`src/mrf_consts.svh`:
```
// Constants of the Modbus-RTU master framer: register map, status bits,
// function codes, frame layout, CRC and timing figures.
// Assumes it is included once per compilation unit by its bare name.
`ifndef MRF_CONSTS_SVH
`define MRF_CONSTS_SVH

// ****************************************************************
// Register offsets (byte addresses on the plain register port; WBUF and RBUF are windows selected by reg_addr[7:6]).
// ****************************************************************
`define MRF_OFF_CTRL     8'h00
`define MRF_OFF_ADRFUNC  8'h04
`define MRF_OFF_REGADDR  8'h08
`define MRF_OFF_QTY      8'h0C
`define MRF_OFF_WADDR    8'h10
`define MRF_OFF_WQTY     8'h14
`define MRF_OFF_CFG      8'h18
`define MRF_OFF_REPLY    8'h1C
`define MRF_OFF_WBUF     2'h1
`define MRF_OFF_RBUF     2'h2

// ****************************************************************
// Control and status bit positions.
// ****************************************************************
`define MRF_CTRL_START   0
`define MRF_ST_BUSY      0
`define MRF_ST_DONE      1
`define MRF_ST_ERR       2
`define MRF_ST_EXC       3
`define MRF_ST_TMO       4
`define MRF_ST_BAD       5

// ****************************************************************
// Function codes, request header lengths and reply layout.
// ****************************************************************
`define MRF_FC_RD_COILS  8'h01
`define MRF_FC_RD_HREGS  8'h03
`define MRF_FC_WR_COIL   8'h05
`define MRF_FC_WR_HREG   8'h06
`define MRF_FC_LOOPBACK  8'h08
`define MRF_FC_WR_COILS  8'h0F
`define MRF_FC_WR_HREGS  8'h10
`define MRF_FC_RW_HREGS  8'h17
`define MRF_FC_EXC_FLAG  8'h80
`define MRF_HDR_PLAIN    8'h06
`define MRF_HDR_MULTI    8'h07
`define MRF_HDR_RW       8'h0B
`define MRF_RX_DATA_POS  8'h03
`define MRF_RX_OVERHEAD  8'h05
`define MRF_RX_ECHO_LEN  8'h08

// ****************************************************************
// CRC16 and timing.
// ****************************************************************
`define MRF_CRC_INIT     16'hFFFF
`define MRF_CRC_POLY     16'hA001
`define MRF_CLK_HZ       64'd125000000
`define MRF_BAUD         64'd9600
`define MRF_CHAR_BITS    64'd11
`define MRF_GAP_TENTHS   64'd35
`define MRF_UNIT_MS      64'd100
`define MRF_TMO_DEF_S    16'd2
`define MRF_UNITS_PER_S  16'd10

`endif

```
`src/mrf_pkg.sv`:
```
// Types shared by the Modbus-RTU master framer.
// Assumes mrf_consts.svh supplies the numeric constants.
package mrf_pkg;

    // Sequencer states, one-hot.
    typedef enum logic [3:0] {
        MRF_IDLE = 4'b0001,
        MRF_TX   = 4'b0010,
        MRF_WAIT = 4'b0100,
        MRF_RX   = 4'b1000
    } mrf_state_e;

endpackage

```
`src/mrf_master_framer.sv`:
```
// Modbus-RTU master framer: builds a request, sends it byte by byte with
// CRC16, waits for the reply with timeout and retries, checks and strips it.
// Assumes a byte-wide serialiser on tx/rx and a synchronous register master.
//
// Decided for this implementation: the plain strobed port and the register addresses.
`timescale 1ns/1ps
`include "mrf_consts.svh"

module mrf_master_framer
    import mrf_pkg::*;
#(
    parameter int unsigned BUF_WORDS = 8,
    parameter int unsigned GAP_CYC   = int'((`MRF_CLK_HZ * `MRF_GAP_TENTHS * `MRF_CHAR_BITS
                                        + `MRF_BAUD * 64'd10 - 64'd1)
                                        / (`MRF_BAUD * 64'd10)),
    parameter int unsigned UNIT_CYC  = int'(`MRF_CLK_HZ / 64'd1000 * `MRF_UNIT_MS)
) (
    // Clock and reset.
    input  wire logic        clk,
    input  wire logic        nrst,
    // Register port.
    input  wire logic [7:0]  reg_addr,
    input  wire logic [31:0] reg_wdata,
    input  wire logic        reg_wr,
    input  wire logic        reg_rd,
    output logic      [31:0] reg_rdata,
    // Byte link towards the serialiser.
    output logic      [7:0]  tx_data,
    output logic             tx_valid,
    input  wire logic        tx_ready,
    input  wire logic [7:0]  rx_data,
    input  wire logic        rx_valid,
    // Status.
    output logic             busy
);

    localparam int IW = (BUF_WORDS > 1) ? $clog2(BUF_WORDS) : 1;
    localparam int RB = 2 * BUF_WORDS;

    typedef struct packed {
        mrf_state_e             st;
        logic [7:0]             slave, func;
        logic [15:0]            raddr, qty, waddr, wqty;
        logic [3:0]             retries;
        logic [15:0]            tmo;
        logic [BUF_WORDS-1:0][15:0] wbuf;
        logic [RB-1:0][7:0]     rbuf;
        logic [7:0]             idx, txb;
        logic [15:0]            crc;
        logic [3:0]             tries;
        logic [15:0]            units;
        logic [31:0]            tick, idle;
        logic [7:0]             rxn;
        logic [15:0]            rcrc;
        logic                   adr_ok;
        logic [7:0]             rfunc, rb2;
        logic [5:0]             stat;
        logic [31:0]            rdata;
    } mrf_state_s;

    mrf_state_s s_reg;
    mrf_state_s s_next;

    // ****************************************************************
    // Frame layout helpers.
    // ****************************************************************
    function automatic logic [15:0] crc_upd(input logic [15:0] c, input logic [7:0] b);
        logic [15:0] r;
        r = c ^ {8'h00, b};
        for (int k = 0; k < 8; k++) begin
            r = r[0] ? ((r >> 1) ^ `MRF_CRC_POLY) : (r >> 1);
        end
        return r;
    endfunction
    function automatic logic [7:0] hdr_len(input logic [7:0] fc);
        unique case (fc)
            `MRF_FC_WR_COILS, `MRF_FC_WR_HREGS: hdr_len = `MRF_HDR_MULTI;
            `MRF_FC_RW_HREGS:                   hdr_len = `MRF_HDR_RW;
            default:                            hdr_len = `MRF_HDR_PLAIN;
        endcase
    endfunction
    function automatic logic [7:0] data_len(input mrf_state_s s);
        unique case (s.func)
            `MRF_FC_WR_COILS: data_len = 8'((s.qty + 16'd7) >> 3);
            `MRF_FC_WR_HREGS: data_len = 8'(s.qty << 1);
            `MRF_FC_RW_HREGS: data_len = 8'(s.wqty << 1);
            default:          data_len = 8'h00;
        endcase
    endfunction
    function automatic logic [7:0] frame_byte(input mrf_state_s s, input logic [7:0] i);
        logic [7:0]  k;
        logic [15:0] w;
        k = i - hdr_len(s.func);
        w = s.wbuf[k[IW:1]];
        unique case (i)
            8'h00: frame_byte = s.slave;
            8'h01: frame_byte = s.func;
            8'h02: frame_byte = s.raddr[15:8];
            8'h03: frame_byte = s.raddr[7:0];
            8'h04: frame_byte = s.qty[15:8];
            8'h05: frame_byte = s.qty[7:0];
            default: begin
                if (i == hdr_len(s.func) - 8'h01) begin
                    frame_byte = data_len(s);
                end else if (i < hdr_len(s.func)) begin
                    unique case (i)
                        8'h06:   frame_byte = s.waddr[15:8];
                        8'h07:   frame_byte = s.waddr[7:0];
                        8'h08:   frame_byte = s.wqty[15:8];
                        default: frame_byte = s.wqty[7:0];
                    endcase
                end else begin
                    frame_byte = k[0] ? w[7:0] : w[15:8];
                end
            end
        endcase
    endfunction
    // ****************************************************************
    // Sequencer, register port and reply parser.
    // ****************************************************************
    logic [7:0]  len;
    logic        gap;
    logic        accept;
    logic [15:0] limit;
    logic [IW-1:0] widx;
    logic        in_win;

    assign len    = hdr_len(s_reg.func) + data_len(s_reg);
    assign gap    = (s_reg.idle >= GAP_CYC);
    assign accept = tx_valid && tx_ready;
    // A request with a zero timeout waits two seconds.
    assign limit  = (s_reg.tmo == 16'h0000) ? `MRF_TMO_DEF_S * `MRF_UNITS_PER_S
                                            : s_reg.tmo;
    assign widx   = reg_addr[IW+1:2];
    assign in_win = (32'(reg_addr[5:2]) < BUF_WORDS);
    always_comb begin
        logic        ok, is_read;
        logic [7:0]  n1;
        s_next  = s_reg;
        ok      = 1'b0;
        is_read = (s_reg.func == `MRF_FC_RD_HREGS) || (s_reg.func == `MRF_FC_RD_COILS)
                  || (s_reg.func == `MRF_FC_RW_HREGS);
        n1      = s_reg.idx + 8'h01;
        // Line idle counter saturates once the silent interval is reached.
        if ((rx_valid && s_reg.st != MRF_TX) || accept) begin
            s_next.idle = 32'h0;
        end else if (!gap) begin
            s_next.idle = s_reg.idle + 32'h1;
        end
        // Register writes are taken only while no request is in flight.
        if (reg_wr && s_reg.st == MRF_IDLE) begin
            if (reg_addr[7:6] == `MRF_OFF_WBUF && in_win) begin
                s_next.wbuf[widx] = reg_wdata[15:0];
            end
            unique case (reg_addr)
                `MRF_OFF_ADRFUNC: begin
                    s_next.slave = reg_wdata[15:8];
                    s_next.func  = reg_wdata[7:0];
                end
                `MRF_OFF_REGADDR: s_next.raddr = reg_wdata[15:0];
                `MRF_OFF_QTY:     s_next.qty   = reg_wdata[15:0];
                `MRF_OFF_WADDR:   s_next.waddr = reg_wdata[15:0];
                `MRF_OFF_WQTY:    s_next.wqty  = reg_wdata[15:0];
                `MRF_OFF_CFG: begin
                    s_next.tmo     = reg_wdata[15:0];
                    s_next.retries = reg_wdata[19:16];
                end
                `MRF_OFF_CTRL: begin
                    if (reg_wdata[`MRF_CTRL_START]) begin
                        s_next.st    = MRF_TX;
                        s_next.idx   = 8'h00;
                        s_next.crc   = `MRF_CRC_INIT;
                        s_next.txb   = frame_byte(s_reg, 8'h00);
                        s_next.tries = 4'h0;
                        s_next.stat  = 6'h00;
                    end
                end
                default: ;
            endcase
        end
        unique case (s_reg.st)
            MRF_IDLE: ;
            MRF_TX: begin
                if (accept) begin
                    s_next.idx = n1;
                    if (s_reg.idx < len) begin
                        s_next.crc = crc_upd(s_reg.crc, s_reg.txb);
                    end
                    if (n1 < len) begin
                        s_next.txb = frame_byte(s_reg, n1);
                    end else if (n1 == len) begin
                        s_next.txb = s_next.crc[7:0];
                    end else begin
                        s_next.txb = s_reg.crc[15:8];
                    end
                    if (s_reg.idx == len + 8'h01) begin
                        s_next.st    = MRF_WAIT;
                        s_next.tick  = 32'h0;
                        s_next.units = 16'h0;
                    end
                end
            end
            MRF_WAIT: begin
                if (rx_valid && gap) begin
                    s_next.st     = MRF_RX;
                    s_next.rxn    = 8'h01;
                    s_next.rcrc   = crc_upd(`MRF_CRC_INIT, rx_data);
                    s_next.adr_ok = (rx_data == s_reg.slave);
                end else if (s_reg.units >= limit) begin
                    if (s_reg.tries < s_reg.retries) begin
                        s_next.tries = s_reg.tries + 4'h1;
                        s_next.st    = MRF_TX;
                        s_next.idx   = 8'h00;
                        s_next.crc   = `MRF_CRC_INIT;
                        s_next.txb   = frame_byte(s_reg, 8'h00);
                    end else begin
                        s_next.st = MRF_IDLE;
                        s_next.stat[`MRF_ST_ERR] = 1'b1;
                        s_next.stat[`MRF_ST_TMO] = 1'b1;
                    end
                end else if (s_reg.tick >= UNIT_CYC - 1) begin
                    s_next.tick  = 32'h0;
                    s_next.units = s_reg.units + 16'h1;
                end else begin
                    s_next.tick = s_reg.tick + 32'h1;
                end
            end
            MRF_RX: begin
                if (rx_valid) begin
                    s_next.rxn  = s_reg.rxn + 8'h01;
                    s_next.rcrc = crc_upd(s_reg.rcrc, rx_data);
                    if (s_reg.rxn == 8'h01) begin
                        s_next.rfunc = rx_data;
                    end
                    if (s_reg.rxn == 8'h02) begin
                        s_next.rb2 = rx_data;
                    end
                    // Only bytes below rb2 + 3 are kept: a read reply's CRC falls past that, echo replies keep theirs if rb2 >= 5, exceptions if rb2 >= 2.
                    if (s_reg.rxn >= `MRF_RX_DATA_POS
                        && 32'(s_reg.rxn - `MRF_RX_DATA_POS) < RB
                        && s_reg.rxn < s_reg.rb2 + `MRF_RX_DATA_POS) begin
                        s_next.rbuf[s_reg.rxn - `MRF_RX_DATA_POS] = rx_data;
                    end
                end else if (gap) begin
                    // Frame closed by silence: judge it as a whole.
                    if (s_reg.rcrc != 16'h0000 || !s_reg.adr_ok) begin
                        ok = 1'b0;
                    end else if (s_reg.rfunc == (s_reg.func | `MRF_FC_EXC_FLAG)) begin
                        ok = (s_reg.rxn == `MRF_RX_OVERHEAD);
                    end else if (s_reg.rfunc != s_reg.func) begin
                        ok = 1'b0;
                    end else if (is_read) begin
                        ok = (s_reg.rxn == s_reg.rb2 + `MRF_RX_OVERHEAD)
                             && (s_reg.func == `MRF_FC_RD_COILS
                                 || s_reg.rb2 == 8'(s_reg.qty << 1));
                    end else begin
                        ok = (s_reg.rxn == `MRF_RX_ECHO_LEN);
                    end
                    s_next.st = MRF_IDLE;
                    if (ok) begin
                        s_next.stat[`MRF_ST_DONE] = 1'b1;
                        if (s_reg.rfunc != s_reg.func) begin
                            s_next.stat[`MRF_ST_EXC] = 1'b1;
                            s_next.stat[`MRF_ST_ERR] = 1'b1;
                        end
                    end else begin
                        s_next.stat[`MRF_ST_BAD] = 1'b1;
                        s_next.stat[`MRF_ST_ERR] = 1'b1;
                    end
                end
            end
        endcase
        // Read data is registered and stands one cycle after the strobe.
        s_next.rdata = 32'h0;
        if (reg_rd) begin
            if (reg_addr[7:6] == `MRF_OFF_WBUF && in_win) begin
                s_next.rdata = {16'h0, s_reg.wbuf[widx]};
            end else if (reg_addr[7:6] == `MRF_OFF_RBUF && in_win) begin
                s_next.rdata = {16'h0, s_reg.rbuf[{widx, 1'b0}], s_reg.rbuf[{widx, 1'b1}]};
            end else begin
                unique case (reg_addr)
                    `MRF_OFF_CTRL:    s_next.rdata = {26'h0, s_reg.stat[5:1],
                                                      s_reg.st != MRF_IDLE};
                    `MRF_OFF_ADRFUNC: s_next.rdata = {16'h0, s_reg.slave, s_reg.func};
                    `MRF_OFF_REGADDR: s_next.rdata = {16'h0, s_reg.raddr};
                    `MRF_OFF_QTY:     s_next.rdata = {16'h0, s_reg.qty};
                    `MRF_OFF_WADDR:   s_next.rdata = {16'h0, s_reg.waddr};
                    `MRF_OFF_WQTY:    s_next.rdata = {16'h0, s_reg.wqty};
                    `MRF_OFF_CFG:     s_next.rdata = {12'h0, s_reg.retries, s_reg.tmo};
                    `MRF_OFF_REPLY:   s_next.rdata = {8'h0, s_reg.rxn, s_reg.rfunc, s_reg.rb2};
                    default:          s_next.rdata = 32'h0;
                endcase
            end
        end
    end
    always_ff @(posedge clk) begin
        if (!nrst) begin
            s_reg       <= '0;
            s_reg.st    <= MRF_IDLE;
            s_reg.crc   <= `MRF_CRC_INIT;
            s_reg.rcrc  <= `MRF_CRC_INIT;
        end else begin
            s_reg <= s_next;
        end
    end
    // ****************************************************************
    // Outputs.
    // ****************************************************************
    // The first byte of a frame waits for the silent interval on the line.
    assign tx_valid  = (s_reg.st == MRF_TX) && (s_reg.idx != 8'h00 || gap);
    assign tx_data   = s_reg.txb;
    assign reg_rdata = s_reg.rdata;
    assign busy      = (s_reg.st != MRF_IDLE);

endmodule // mrf_master_framer

```
`config.mk`:
```
export PLATFORM = sky130hd
export DESIGN_NAME = mrf_master_framer
export DESIGN_NICKNAME = d
export VERILOG_FILES = /design/src/mrf_pkg.sv /design/src/mrf_master_framer.sv
export VERILOG_INCLUDE_DIRS = /design/src
export SDC_FILE = /design/constraint.sdc
export NUM_CORES = 2
export LEC_CHECK = 0
export BUFFER_PORTS_ARGS = -buffer_cell sky130_fd_sc_hd__buf_2
export CAP_MARGIN = 30
export CORE_UTILIZATION = 40
export DETAILED_ROUTE_END_ITERATION = 7
export GPL_TIMING_DRIVEN = 0
export PLACE_DENSITY_LB_ADDON = 0.1
export SETUP_SLACK_MARGIN = 0.3
export SLEW_MARGIN = 40
export SYNTH_ARGS = -nofsm -noshare
export SYNTH_HDL_FRONTEND = slang
export SYNTH_SLANG_ARGS = --single-unit
```
`constraint.sdc`:
```
create_clock -name clk -period 3.9 [get_ports clk]
set_input_delay 0.195 -clock clk [delete_from_list [all_inputs] [get_ports clk]]
set_output_delay 0.195 -clock clk [all_outputs]
set_load 0.02 [all_outputs]
```
==> run metrics <==
status complete, but fails checks; failing checks DRC, setup timing; Synth Area in Simple Gates 19.3%; drt total wl 117000 microns; #FFs+latches synth 546; CTS tree yes; reg-to-reg endpoint s_reg[127]$_SDFFE_PN0P_; Crit. Startpoint s_reg[503]$_SDFFE_PN0P_; setup slack after layout -0.409 ns; CP endpoint s_reg[127]$_SDFFE_PN0P_; Mapped Area 28900 sq um; IO Port Bufs 74; most frequent cells in the layout 538 x dfxtp_1, 498 x nand2_1, 339 x nor2_1; Root Driver clkbuf_16; first-pass GRT wire length 172000 microns; Tcrit/Tclk final 110%; unrepaired setup endpoints after global routing true; die width 271 microns; Clock transition at path regs 0.06 ns; commonest non-fill, non-tap cell in the layout dfxtp_1; DRC 5; IO Count 96; Seq/Total Area, Yosys 37.8%; max reg flops 514; Post-Syn Area per Cell 8.67 sq um; H-tree levels 2; Final ANT Viol Nets 0; largest family of logic cells by synthesized area simple AND/OR/NAND/NOR gates; clock tree buffer depth 3; Final nets 3717; Setup Skew 0.0453 ns; overall power 12.2 mW; routed vias/inst 5.91; fmax 232 MHz; xor-xnor portion of the synthesized cell area 4.38%; CTS Buf Count 61; number of setup violations in the final report 74; flop2flop setup slack -0.41 ns; Max IR drop VDD 0.000439 V; RD Place Congestion 0.996; vias in the first global route 26500; post-layout util 49.7%; 1st-pass router iterations 8; Worst Setup Start Kind flip-flop; pins over their slew limit 0; all-layer global routing usage 31.1%; DPL Wire Length 84000 microns; Final Instance Area 35500 sq um; crit end category flip-flop; n_diodes 0; Synth warnings 0; worst skew pair latency 0.66 ns; total of max-cap violations 0; Routed WL per cell 25.5 microns; reg2reg path depth 16; Synth Area in Compound Gates 14.4%; EDFF count, synth 0; gr ovfl total 0; Row Count 98; Worst Tran Pin Value 0.944 ns; area grow syn2layout 22.8%; starting density of the core 40.4%; hold crit path type in2reg; Critical R2R Launch s_reg[503]$_SDFFE_PN0P_; CP arrival 4.89 ns; Synth Flop Type dfxtp_1; Slew headroom 37.0%; Die Span Y 271 microns; Yosys cell types 91; fin cells 4593; PD cells 343 nW/um^2; fin crit period 4.31 ns; largest net degree at the start of global routing 18; FFs w/ async S/R, synth 0%; placed cell areas 30900 sq um; Setup CP Type reg2reg; die area 73400 sq um; P_leak 12.5 nW; Final Hold Fails 0; 1st-iter DRT viols 2791; crit path max fanout 5; mux share of post-synthesis cell area 16.2%; Post-Synth Adder-Cell Area 2.90%; DP Cell Count 4368; core area 71500 sq um; WP data required 4.48 ns; Sink Count 546; ratio of cells with drive above 1 in the final layout 20.1%; hold slack 0.0416 ns; Synth Instances 3335; initial antenna violation count 5; vias post-DR 27200
power by group:
group	switching, mW	internal [mW]
Combinational	0.441	0.150
Clock	2.55	3.47
Sequential	0.00733	5.58
per-layer routing:
| layer | track usage [%] | wire, microns | part of all wire, % | vias to the layer above |
|---|---|---|---|---|
| met3 | 5.47 | 8620 | 7.3 | 306 |
| met1 | 40.5 | 49400 | 42 | 13400 |
| met5 | 0 | 74 | 0.063 | - |
| met2 | 49.4 | 52900 | 45 | 1163 |
| met4 | 15.8 | 6400 | 5.5 | 10 |
| li1 | - | - | - | 12300 |
what timing repair did:
action,4_1_cts,5_1_grt
resized for setup,192,124
gates cloned,7,2
endpoints found under the hold margin,68,0
pin swaps,68,55
hold buffers,20,0
setup endpoints to repair,255,217
buffers inserted,67,19
synth_stat cells (all sizes together) (44+ instances only):
cell type	number	share of area (%)
inv	50	0.65
o21ai	85	1.5
nor3	44	0.80
nand2	506	6.6
a22oi	67	1.7
xnor2	95	2.9
a21oi	282	4.9
nor2	380	4.9
clkbuf	202	2.6
nand3	98	1.7
ha	67	2.9
dfxtp	546	38
mux4	98	7.6
buf	78	1.7
mux2i	236	8.2
per-stage QoR:
step | setup slack [ns] | TNS (ns)
after floorplan | -0.176 | -1.83
after global placement | -1.84 | -124.51
after detailed placement | -1.48 | -73.74
after CTS | -0.402 | -17.08
after global routing | -0.530 | -30.97
final | -0.409 | -22.74
critical path, stage by stage, from the launching register on:
cell and delay [ns]:
dfxtp_2 0.32, buf_8 0.13, o311ai_4 0.36, nor2_1 0.11, xnor2_1 0.21, o22ai_2 0.15, ha_4 0.35, o21ai_2 0.09
a22o_1 0.22, o221a_4 0.25, xnor3_1 0.35, nor4_2 0.32, o2111a_2 0.42, a21oi_4 0.13, buf_6 0.16, or4_4 0.51
a21oi_2 0.13
kinds of logic after synthesis:
family	count (synthesis)
fa+ha+maj	67
compound gates	653
buf+inv	331
simple gates	1252
flops	546
xor+xnor	140
other cells	1
mux	345
worst min-delay path by stage:
stage,startpoint,end,cells past startpoint
finish,rx_valid,s_reg[72]$_SDFFE_PN0P_,3
global route,rx_valid,s_reg[72]$_SDFFE_PN0P_,3
CTS,rx_valid,s_reg[72]$_SDFFE_PN0P_,3
detailed placement,s_reg[103]$_SDFFE_PP0P_,s_reg[103]$_SDFFE_PP0P_,1
global placement,s_reg[108]$_SDFFE_PP0P_,s_reg[108]$_SDFFE_PP0P_,1
floorplan,reg_wdata[16],s_reg[467]$_SDFFE_PN0P_,2
cell type report:
| type | count | area [sq um] |
|---|---|---|
| fill | 6763 | 36000 |
| tap | 950 | 1190 |
| clock buffer | 93 | 1850 |
| timing repair buffer | 191 | 1630 |
| inverter | 51 | 195 |
| multi-input combinational | 2465 | 17900 |
| sequential | 546 | 10900 |
| clock inverter | 17 | 230 |
| buffer | 280 | 1520 |
(Power assumes the default switching activity.)
